--- config.mk ---
export PLATFORM = sky130hd
export DESIGN_NAME = qrs_handler
export DESIGN_NICKNAME = d
export VERILOG_FILES = /design/src/verilog/qrs_pkg.sv /design/src/verilog/qrs_cfg_entry.sv /design/src/verilog/qrs_handler.sv
export SDC_FILE = /design/constraint.sdc
export NUM_CORES = 2
export LEC_CHECK = 0
export ABC_AREA = 1
export ABC_CLOCK_PERIOD_IN_PS = 6420
export BUFFER_PORTS_ARGS = -buffer_cell sky130_fd_sc_hd__buf_4
export CELL_PAD_IN_SITES_DETAIL_PLACEMENT = 1
export CELL_PAD_IN_SITES_GLOBAL_PLACEMENT = 2
export CORE_MARGIN = 2
export CORE_UTILIZATION = 40
export DETAILED_ROUTE_END_ITERATION = 6
export PLACE_DENSITY = 0.88
export SLEW_MARGIN = 10
export SYNTH_ARGS = -nofsm -noshare
export SYNTH_HDL_FRONTEND = slang
export SYNTH_SLANG_ARGS = --single-unit
export TNS_END_PERCENT = 5
--- constraint.sdc ---
create_clock -name pclk -period 6.42 [get_ports pclk]
set_input_delay 1.284 -clock pclk [delete_from_list [all_inputs] [get_ports pclk]]
set_output_delay 1.284 -clock pclk [all_outputs]
set_load 0.1 [all_outputs]
--- src/verilog/qrs_pkg.sv ---
// qrs_pkg: constants for the quiesce/response message handler.
// assumes a 32-bit apb slave and a 16-byte application frame sender.
package qrs_pkg;
  // table shape
  localparam int NUM_ENT  = 4;
  localparam int NUM_PATH = 2;
  // message codes
  localparam logic [7:0] SMS_RESPONSE   = 8'h03;
  localparam logic [7:0] SMS_DATA_READY = 8'h20;
  localparam logic [7:0] CHAN_SMS       = 8'h00;
  // return codes
  localparam logic [7:0] RC_SUCCESS   = 8'h00;
  localparam logic [7:0] RC_NO_IO     = 8'h01;
  localparam logic [7:0] RC_UID_UNKN  = 8'h02;
  localparam logic [7:0] RC_BAD_PATH  = 8'h03;
  localparam logic [7:0] RC_OVERLAP   = 8'h04;
  localparam logic [7:0] RC_FAILED    = 8'hfe;
  localparam logic [7:0] RC_INV_FIELD = 8'hff;
  // frame type code for application frames (value arbitrary)
  localparam logic [1:0] FRAME_TYPE_APP = 2'h1;
  // frame lengths in bytes
  localparam logic [4:0] LEN_RESP = 5'd4;
  localparam logic [4:0] LEN_DR   = 5'd16;
  // register byte offsets
  localparam logic [11:0] OFF_QCTRL    = 12'h000;
  localparam logic [11:0] OFF_QTAG     = 12'h004;
  localparam logic [11:0] OFF_QPATH    = 12'h008;
  localparam logic [11:0] OFF_QUID_LO  = 12'h00c;
  localparam logic [11:0] OFF_QUID_HI  = 12'h010;
  localparam logic [11:0] OFF_QSTAT    = 12'h014;
  localparam logic [11:0] OFF_TUID_LO  = 12'h018;
  localparam logic [11:0] OFF_TUID_HI  = 12'h01c;
  localparam logic [11:0] OFF_TPATH0   = 12'h020;
  localparam logic [11:0] OFF_TPATH1   = 12'h024;
  localparam logic [11:0] OFF_TCMD     = 12'h028;
  localparam logic [11:0] OFF_DR_TAG   = 12'h02c;
  localparam logic [11:0] OFF_DR_OFS   = 12'h030;
  localparam logic [11:0] OFF_DR_CNT   = 12'h034;
  localparam logic [11:0] OFF_DR_XID   = 12'h038;
  localparam logic [11:0] OFF_DR_CMD   = 12'h03c;
  // field positions
  localparam int QCTRL_GO   = 0;
  localparam int QCTRL_RCTE = 1;
  localparam int TCMD_LOAD  = 0;
  localparam int TCMD_PV_LO = 1;
  localparam int TCMD_IDX   = 4;
  localparam int DRCMD_SEND = 0;
  // reset value of the 32-bit registers
  localparam logic [31:0] RST_WORD = 32'h0000_0000;
endpackage : qrs_pkg

--- src/verilog/qrs_cfg_entry.sv ---
// qrs_cfg_entry: one configutor table entry (unique id plus return paths).
// assumes load, clear and remove strobes are never raised together.
`timescale 1ns/1ns
module qrs_cfg_entry (
  input  wire logic        pclk,
  input  wire logic        presetn,
  input  wire logic        ce,
  input  wire logic        load,
  input  wire logic [63:0] load_uid,
  input  wire logic [31:0] load_path0,
  input  wire logic [31:0] load_path1,
  input  wire logic [1:0]  load_pv,
  input  wire logic        clr_paths,
  input  wire logic        remove,
  input  wire logic [63:0] cmp_uid,
  output logic             valid,
  output logic             match,
  output logic [31:0]      path0,
  output logic [31:0]      path1,
  output logic [1:0]       pv
);
  logic [63:0] uid_reg;  // stored unique id

  // entry storage; load wins over remove and clear, remove drops the entry, clear keeps the id
  always_ff @(posedge pclk or negedge presetn) begin
    if (!presetn) begin
      valid   <= 1'b0;
      uid_reg <= 64'h0;
      path0   <= 32'h0;
      path1   <= 32'h0;
      pv      <= 2'h0;
    end else if (ce) begin
      if (load) begin
        valid   <= 1'b1;
        uid_reg <= load_uid;
        path0   <= load_path0;
        path1   <= load_path1;
        pv      <= load_pv;
      end else if (remove) begin
        valid <= 1'b0;
        pv    <= 2'h0;
      end else if (clr_paths) begin
        pv <= 2'h0;
      end
    end
  end

  // only live entries can match
  assign match = valid && (uid_reg == cmp_uid);
endmodule : qrs_cfg_entry

--- src/verilog/qrs_handler.sv ---
// qrs_handler: quiesce handling, response building and data-ready sending.
// assumes an apb master, a ulp engine answering abort requests, and a
// frame sender that takes one 16-byte frame per tx_valid/tx_ready.
`timescale 1ns/1ns
module qrs_handler (
  input  wire logic         pclk,
  input  wire logic         presetn,
  input  wire logic         ce,
  input  wire logic         psel,
  input  wire logic         penable,
  input  wire logic         pwrite,
  input  wire logic [11:0]  paddr,
  input  wire logic [31:0]  pwdata,
  output logic [31:0]       prdata,
  output logic              pready,
  output logic              pslverr,
  output logic              abort_req,
  output logic [31:0]       abort_path,
  input  wire logic         abort_ack,
  output logic              tx_valid,
  input  wire logic         tx_ready,
  output logic [1:0]        tx_frame_type,
  output logic [15:0]       tx_chan_field,
  output logic [31:0]       tx_path,
  output logic [4:0]        tx_len,
  output logic [127:0]      tx_data,
  input  wire logic         data_last_sent,
  output logic              dr_outstanding
);
  typedef enum logic [2:0] {ST_IDLE, ST_LOOKUP, ST_ABORT, ST_WAIT,
                            ST_UPDATE, ST_RESP} qrs_state_t;

  qrs_state_t  st_reg;                    // quiesce sequencer state
  logic        rcte_reg;                  // remove-entry flag of request
  logic [15:0] q_tag_reg;                 // request tag
  logic [31:0] q_path_reg;                // request return path
  logic [63:0] q_uid_reg;                 // request unique id
  logic [7:0]  rc_reg;                    // return code of last quiesce
  logic [1:0]  idx_reg;                   // matching entry
  logic        pi_reg;                    // path being aborted
  logic        hit_seen_reg;              // lookup found an entry
  logic [63:0] t_uid_reg;                 // table load staging
  logic [31:0] t_p0_reg, t_p1_reg;        // table load paths
  logic [15:0] dr_tag_reg, dr_xid_reg;    // data-ready tag and id
  logic [31:0] dr_ofs_reg, dr_cnt_reg;    // data-ready offset and count
  logic        dr_pend_reg;               // data-ready waiting to go
  logic        tx_is_resp_reg;            // frame held is a response
  logic        wr_en;                     // apb access phase write strobe
  logic        go_w, tload_w;             // command strobes
  logic        dr_take, resp_take;        // frame loads
  logic        tx_fire;                   // frame accepted by sender
  logic [qrs_pkg::NUM_ENT-1:0] ent_valid, ent_match;  // per-slot live and hit flags
  logic [31:0] ep0 [qrs_pkg::NUM_ENT], ep1 [qrs_pkg::NUM_ENT];  // stored paths per slot
  logic [1:0]  epv [qrs_pkg::NUM_ENT];
  logic        any_hit;                   // some entry matches
  logic [1:0]  hit_idx;                   // lowest matching entry
  logic        lookup_bad;                // return path field unusable

  // apb strobes; ce low stretches the access phase
  assign pready  = ce;
  assign wr_en   = psel && penable && pwrite && ce;
  assign go_w    = wr_en && (paddr == qrs_pkg::OFF_QCTRL) && pwdata[qrs_pkg::QCTRL_GO];
  assign tload_w = wr_en && (paddr == qrs_pkg::OFF_TCMD) && pwdata[qrs_pkg::TCMD_LOAD];
  assign tx_fire = tx_valid && tx_ready && ce;

  // unmapped offsets answer with an error and zero data
  always_comb begin
    prdata  = qrs_pkg::RST_WORD;
    pslverr = 1'b0;
    case (paddr)
      qrs_pkg::OFF_QCTRL:   prdata = {29'h0, dr_outstanding, dr_pend_reg, st_reg != ST_IDLE};
      qrs_pkg::OFF_QTAG:    prdata = {16'h0, q_tag_reg};
      qrs_pkg::OFF_QPATH:   prdata = q_path_reg;
      qrs_pkg::OFF_QUID_LO: prdata = q_uid_reg[31:0];
      qrs_pkg::OFF_QUID_HI: prdata = q_uid_reg[63:32];
      qrs_pkg::OFF_QSTAT:   prdata = {20'h0, ent_valid, rc_reg};
      qrs_pkg::OFF_TUID_LO: prdata = t_uid_reg[31:0];
      qrs_pkg::OFF_TUID_HI: prdata = t_uid_reg[63:32];
      qrs_pkg::OFF_TPATH0:  prdata = t_p0_reg;
      qrs_pkg::OFF_TPATH1:  prdata = t_p1_reg;
      qrs_pkg::OFF_TCMD:    prdata = qrs_pkg::RST_WORD;
      qrs_pkg::OFF_DR_TAG:  prdata = {16'h0, dr_tag_reg};
      qrs_pkg::OFF_DR_OFS:  prdata = dr_ofs_reg;
      qrs_pkg::OFF_DR_CNT:  prdata = dr_cnt_reg;
      qrs_pkg::OFF_DR_XID:  prdata = {16'h0, dr_xid_reg};
      qrs_pkg::OFF_DR_CMD:  prdata = qrs_pkg::RST_WORD;
      default: pslverr = psel && penable;
    endcase
  end

  // request registers; frozen while a quiesce is running so the echo holds
  always_ff @(posedge pclk or negedge presetn) begin
    if (!presetn) begin
      q_tag_reg  <= 16'h0;
      q_path_reg <= qrs_pkg::RST_WORD;
      q_uid_reg  <= 64'h0;
      rcte_reg   <= 1'b0;
    end else if (wr_en && st_reg == ST_IDLE) begin
      case (paddr)
        qrs_pkg::OFF_QTAG:    q_tag_reg <= pwdata[15:0];
        qrs_pkg::OFF_QPATH:   q_path_reg <= pwdata;
        qrs_pkg::OFF_QUID_LO: q_uid_reg[31:0] <= pwdata;
        qrs_pkg::OFF_QUID_HI: q_uid_reg[63:32] <= pwdata;
        qrs_pkg::OFF_QCTRL:   rcte_reg <= pwdata[qrs_pkg::QCTRL_RCTE];
        default: ;
      endcase
    end
  end

  // table staging and data-ready fields
  always_ff @(posedge pclk or negedge presetn) begin
    if (!presetn) begin
      t_uid_reg  <= 64'h0;
      t_p0_reg   <= qrs_pkg::RST_WORD;
      t_p1_reg   <= qrs_pkg::RST_WORD;
      dr_tag_reg <= 16'h0;
      dr_ofs_reg <= qrs_pkg::RST_WORD;
      dr_cnt_reg <= qrs_pkg::RST_WORD;
      dr_xid_reg <= 16'h0;
    end else if (wr_en) begin
      case (paddr)
        qrs_pkg::OFF_TUID_LO: t_uid_reg[31:0] <= pwdata;
        qrs_pkg::OFF_TUID_HI: t_uid_reg[63:32] <= pwdata;
        qrs_pkg::OFF_TPATH0:  t_p0_reg <= pwdata;
        qrs_pkg::OFF_TPATH1:  t_p1_reg <= pwdata;
        qrs_pkg::OFF_DR_TAG:  dr_tag_reg <= pwdata[15:0];
        qrs_pkg::OFF_DR_OFS:  dr_ofs_reg <= pwdata;
        qrs_pkg::OFF_DR_CNT:  dr_cnt_reg <= pwdata;
        qrs_pkg::OFF_DR_XID:  dr_xid_reg <= pwdata[15:0];
        default: ;
      endcase
    end
  end

  // configutor table, one entry module per slot
  genvar gi;
  generate
    for (gi = 0; gi < qrs_pkg::NUM_ENT; gi++) begin : g_ent
      wire logic sel_ent = (st_reg == ST_UPDATE) && (idx_reg == 2'(gi));  // quiesce target
      qrs_cfg_entry u_ent (
        .pclk       (pclk),
        .presetn    (presetn),
        .ce         (ce),
        .load       (tload_w && st_reg == ST_IDLE &&
                     pwdata[qrs_pkg::TCMD_IDX +: 2] == 2'(gi)),
        .load_uid   (t_uid_reg),
        .load_path0 (t_p0_reg),
        .load_path1 (t_p1_reg),
        .load_pv    (pwdata[qrs_pkg::TCMD_PV_LO +: 2]),
        .clr_paths  (sel_ent && !rcte_reg),
        .remove     (sel_ent && rcte_reg),
        .cmp_uid    (q_uid_reg),
        .valid      (ent_valid[gi]),
        .match      (ent_match[gi]),
        .path0      (ep0[gi]),
        .path1      (ep1[gi]),
        .pv         (epv[gi])
      );
    end
  endgenerate

  // lowest matching slot wins; loads keep ids distinct in practice
  always_comb begin
    any_hit = 1'b0;
    hit_idx = 2'h0;
    for (int i = qrs_pkg::NUM_ENT - 1; i >= 0; i--) begin
      if (ent_match[i]) begin
        any_hit = 1'b1;
        hit_idx = 2'(i);
      end
    end
  end

  // a zero return path cannot address the response's sender
  assign lookup_bad = (q_path_reg == qrs_pkg::RST_WORD);

  // quiesce sequencer: lookup, abort per path, update, answer
  always_ff @(posedge pclk or negedge presetn) begin
    if (!presetn) begin
      st_reg       <= ST_IDLE;
      rc_reg       <= qrs_pkg::RC_SUCCESS;
      idx_reg      <= 2'h0;
      pi_reg       <= 1'b0;
      hit_seen_reg <= 1'b0;
      abort_req    <= 1'b0;
      abort_path   <= qrs_pkg::RST_WORD;
    end else if (ce) begin
      case (st_reg)
        ST_IDLE: begin
          hit_seen_reg <= 1'b0;
          st_reg       <= go_w ? ST_LOOKUP : ST_IDLE;
        end
        // lookup before abort; slot contents stay put until ST_UPDATE
        ST_LOOKUP: begin
          idx_reg <= hit_idx;
          pi_reg  <= 1'b0;
          if (lookup_bad) begin
            rc_reg <= qrs_pkg::RC_INV_FIELD;
            st_reg <= ST_RESP;
          end else if (!any_hit) begin
            rc_reg <= qrs_pkg::RC_UID_UNKN;
            st_reg <= ST_RESP;
          end else begin
            hit_seen_reg <= 1'b1;
            st_reg       <= ST_ABORT;
          end
        end
        ST_ABORT: begin
          if (epv[idx_reg][pi_reg]) begin
            abort_req  <= 1'b1;
            abort_path <= pi_reg ? ep1[idx_reg] : ep0[idx_reg];
            st_reg     <= ST_WAIT;
          end else begin
            pi_reg <= 1'b1;
            st_reg <= pi_reg ? ST_UPDATE : ST_ABORT;
          end
        end
        ST_WAIT: begin
          if (abort_ack) begin
            abort_req <= 1'b0;
            pi_reg    <= 1'b1;
            st_reg    <= pi_reg ? ST_UPDATE : ST_ABORT;
          end
        end
        ST_UPDATE: begin
          rc_reg <= qrs_pkg::RC_SUCCESS;
          st_reg <= ST_RESP;
        end
        ST_RESP: begin
          st_reg <= resp_take ? ST_IDLE : ST_RESP;
        end
        default: st_reg <= ST_IDLE;
      endcase
    end
  end

  // response has priority over a waiting data-ready
  assign resp_take = (st_reg == ST_RESP) && (!tx_valid || tx_fire);
  assign dr_take   = dr_pend_reg && !resp_take && (!tx_valid || tx_fire);

  // frame holding register toward the sender
  always_ff @(posedge pclk or negedge presetn) begin
    if (!presetn) begin
      tx_valid       <= 1'b0;
      tx_is_resp_reg <= 1'b0;
      tx_frame_type  <= qrs_pkg::FRAME_TYPE_APP;
      tx_chan_field  <= 16'h0;
      tx_path        <= qrs_pkg::RST_WORD;
      tx_len         <= 5'h0;
      tx_data        <= 128'h0;
    end else if (ce) begin
      tx_frame_type <= qrs_pkg::FRAME_TYPE_APP;
      tx_chan_field <= {qrs_pkg::CHAN_SMS, 8'h00};
      if (resp_take) begin
        tx_valid       <= 1'b1;
        tx_is_resp_reg <= 1'b1;
        tx_path        <= q_path_reg;
        tx_len  <= qrs_pkg::LEN_RESP;
        tx_data <= {qrs_pkg::SMS_RESPONSE, rc_reg, q_tag_reg, 96'h0};
      end else if (dr_take) begin
        tx_valid       <= 1'b1;
        tx_is_resp_reg <= 1'b0;
        tx_path        <= q_path_reg;
        tx_len         <= qrs_pkg::LEN_DR;
        tx_data        <= {qrs_pkg::SMS_DATA_READY, 8'h00, dr_tag_reg, dr_ofs_reg,
                           dr_cnt_reg, 16'h0, dr_xid_reg};
      end else if (tx_fire) begin
        tx_valid <= 1'b0;
      end
    end
  end

  always_ff @(posedge pclk or negedge presetn) begin
    if (!presetn) begin
      dr_pend_reg    <= 1'b0;
      dr_outstanding <= 1'b0;
    end else if (ce) begin
      dr_pend_reg <= (wr_en && paddr == qrs_pkg::OFF_DR_CMD && pwdata[qrs_pkg::DRCMD_SEND]) ||
                     (dr_pend_reg && !dr_take);
      // set on send wins over last frame
      dr_outstanding <= (tx_fire && !tx_is_resp_reg) || (dr_outstanding && !data_last_sent);
    end
  end
endmodule : qrs_handler

==> reports/qor.txt <==
CTS clk-pin slew, worst paths = 0.06 ns
CP max FO = 14
Max-Cap Viols = 0
Tcrit/Tclk final = 88.7%
# fillers = 14400
Routing usage on met3 = 7.98%
Fin nets = 6014
Setup Crit Path Kind = in2out
Via density = 5.86
CTS resizes = 0
Hold Vio Cnt, Final = 0
Port Buf Inserts = 262
GRT Total Usage = 39.8%
CTS tree = yes
Asr flop ratio synth = 100%
Pwr dens = 279 nW/um^2
#FFs+latches synth = 1037
Syn Area/Cell = 8.38 sq um
Commonest non-fill, non-tap cells in the layout = nand2_1 (1857), dfrtp_1 (1035), inv_1 (529)
CTS max path bufs = 3
FMAX = 0.176 GHz
Clock Tree Root = clkbuf_16
Outcome = finished, final reports clean
Dpl hpwl = 191000 um
Post-CTS Setup Repair Bufs = 0
CP Launch Type = input pin
Crit. End Element = primary output
Io pins = 305
Initial core utilization = 40.2%
Initial antenna violation count = 26
Synth area leaders = dfrtp_1 (53%), nand2_1 (14%), o21ai_0 (4.7%), inv_1 (4.1%), o21ai_1 (3.9%)
Clk_lat worst skew = 0.78 ns
Most common cell after layout, fill and taps aside = nand2_1
Drt wl/cell = 32.8 um
Worst-path cell chain = buf_4 > inv_1 > nand2_1 > nor2_1 > nand2_1 > nor2_1 > nand2_1 > inv_1 > a221oi_1 > nand3_1 > buf_4
DR iter-0 viols = 5202
Max VDD drop = 0.000355 V
Setup WS pre-CTS = 0.850 ns
Sequential share of the synthesized area = 53.0%
Cell taking the most area after synthesis = dfrtp_1
Top Usage Layer GRT = met2
Die Wd = 354 um
Total CTS buffers = 113
Relative slew slack = 8.79%
Final ANT Viol Nets = 0
Smallest hold slack = 0.472 ns
Num Clock Sinks = 1037
Buf+Inv Stages, Crit Path = 4
WP data arrival = 4.41 ns
Final setup fails = 0
Top FF cell, synth = dfrtp_1
Met2 Track Usage GR = 58.0%
Clock skew = 0.0953 ns
Drt drc = 0
Die Ht = 354 um
Fin. max-slew vios = 0
Largest net degree at the start of global routing = 169
GPL Wtd Cong = 1.07
WL final = 252000 um
Row count = 128
Crit-path max cell delay = 0.72 ns
Crit-path leading delay family = simple AND/OR/NAND/NOR gates
Clock H-tree levels = 3
First-pass iteration count of the detailed router = 5
Post-synth EDFFs = 0
Cell variety after synth = 46
Setup TNS = 0 ns
Yosys top cell area share = 53.0%
Die area = 125000 sq um
Most frequent cell on the critical path = nand2_1
WP data required = 5.14 ns
CTS hold repair buffers = 0
Gate count of the mapped netlist = 5843
Final setup margin = 0.723 ns
Critical Path Slowest Stage Cell = inv_1
P_leak = 0.0256 uW
Slew @ Worst Pin = 1.35 ns
Synth warnings = 0
Via Count = 45000
Syn-to-layout area delta = 13.6%
Max reg flops = 256
Worst hold path type = reg2reg
Synth Cell Area = 49000 sq um
First-pass GRT wire length = 350000 um
Core Area = 122000 sq um
Grt total ovfl = 0
Vias in the first global route = 43800
Fraction of layout cells with a size suffix above 1 = 13.2%
Unrepaired setup endpoints after global routing = false
M1 GR Usage = 57.7%
Crit path time final = 5.70 ns
metrics by stage:
step	instances	instance area [sq um]	power, uW	util, %
2_1_floorplan	5883	49100	8120	-
3_3_place_gp	7471	51700	8730	42.5
3_5_place_dp	7471	51700	8740	42.5
4_1_cts	7678	55600	15600	45.7
5_1_grt	7678	55600	15900	45.7
6_report	7681	55600	15500	45.7
area by class of cell:
class / instances / area (sq um) / share of cell area, %
well taps: 1625 / 2030 / 3.66
inverters: 551 / 2070 / 3.72
repair buffers: 329 / 2640 / 4.75
diodes: 3 / 7.51 / 0.0135
clock buffers: 159 / 3300 / 5.93
flip-flops and latches: 1037 / 26000 / 46.7
clock inverters: 48 / 608 / 1.09
multi-input cells: 3929 / 19000 / 34.2
where the power goes:
group / internal (uW) / switching, uW
logic: 285 / 1590
registers: 6630 / 123
clock network: 3930 / 2950
total: 10800 / 4660
synthesized netlist by cell type, types with 5 or more instances:
master     count
clkbuf_1     189
o21ai_2      194
nor4_1        46
a2111oi_0      5
a41oi_1       17
or2_2         21
xor2_1         7
nand3_1      168
a22o_1        22
buf_2         37
a31oi_1       48
clkinv_1       5
o21ai_1      385
a31o_2        15
inv_2         14
nor3_1        23
nand2_1     1865
dfrtp_1     1037
nor2_1       222
xnor2_1       40
inv_1        532
o22ai_1       94
buf_6         71
buf_1         14
a221oi_1      41
nand4_1       77
o2111ai_1     11
a21oi_1       52
a22oi_1       47
o21ai_0      456
buf_4         55
per-layer routing:
metal | up-vias | routed length, um
met2 | 2130 | 107000
met1 | 23100 | 111000
met3 | 423 | 22000
met5 | - | 64
met4 | 10 | 11700
li1 | 19400 | -
worst paths after layout:
kind	from	endpoint	slack, ns	cells after the start
setup / recovery	paddr[0]	prdata[14]	0.72	11
hold / removal	abort_path[29]	abort_path[29]	0.47	2
setup reg to reg	q_uid_reg[33]	idx_reg[1]	2.32	10
hold reg to reg	abort_path[29]	abort_path[29]	0.47	2
max in group asynchronous	presetn	dr_cnt_reg[10]	4.38	2
min in group asynchronous	presetn	g_ent[0].u_ent.path1[20]	0.54	1
cells by family after synthesis:
kind of cell | Yosys count | share of synthesized area (%)
AO/OA/AOI/OAI | 1391 | 17.2
XOR/XNOR | 47 | 0.840
buffers and inverters | 917 | 8.63
flip-flops | 1037 | 53.0
other | 2 | 0.0153
AND/OR/NAND/NOR | 2449 | 20.4
worst register-to-register path, stage by stage, from the launching register on:
cell and delay [ns]:
dfrtp_1 0.63, clkinv_1 0.57, nand2_1 0.46, o21ai_0 0.40, nor4_1 0.88, nand3_1 0.30
nor2_1 0.17, nand3_1 0.12, nand2_1 0.26, nand2_1 0.08, o21ai_0 0.14
(Power assumes the default switching activity.)
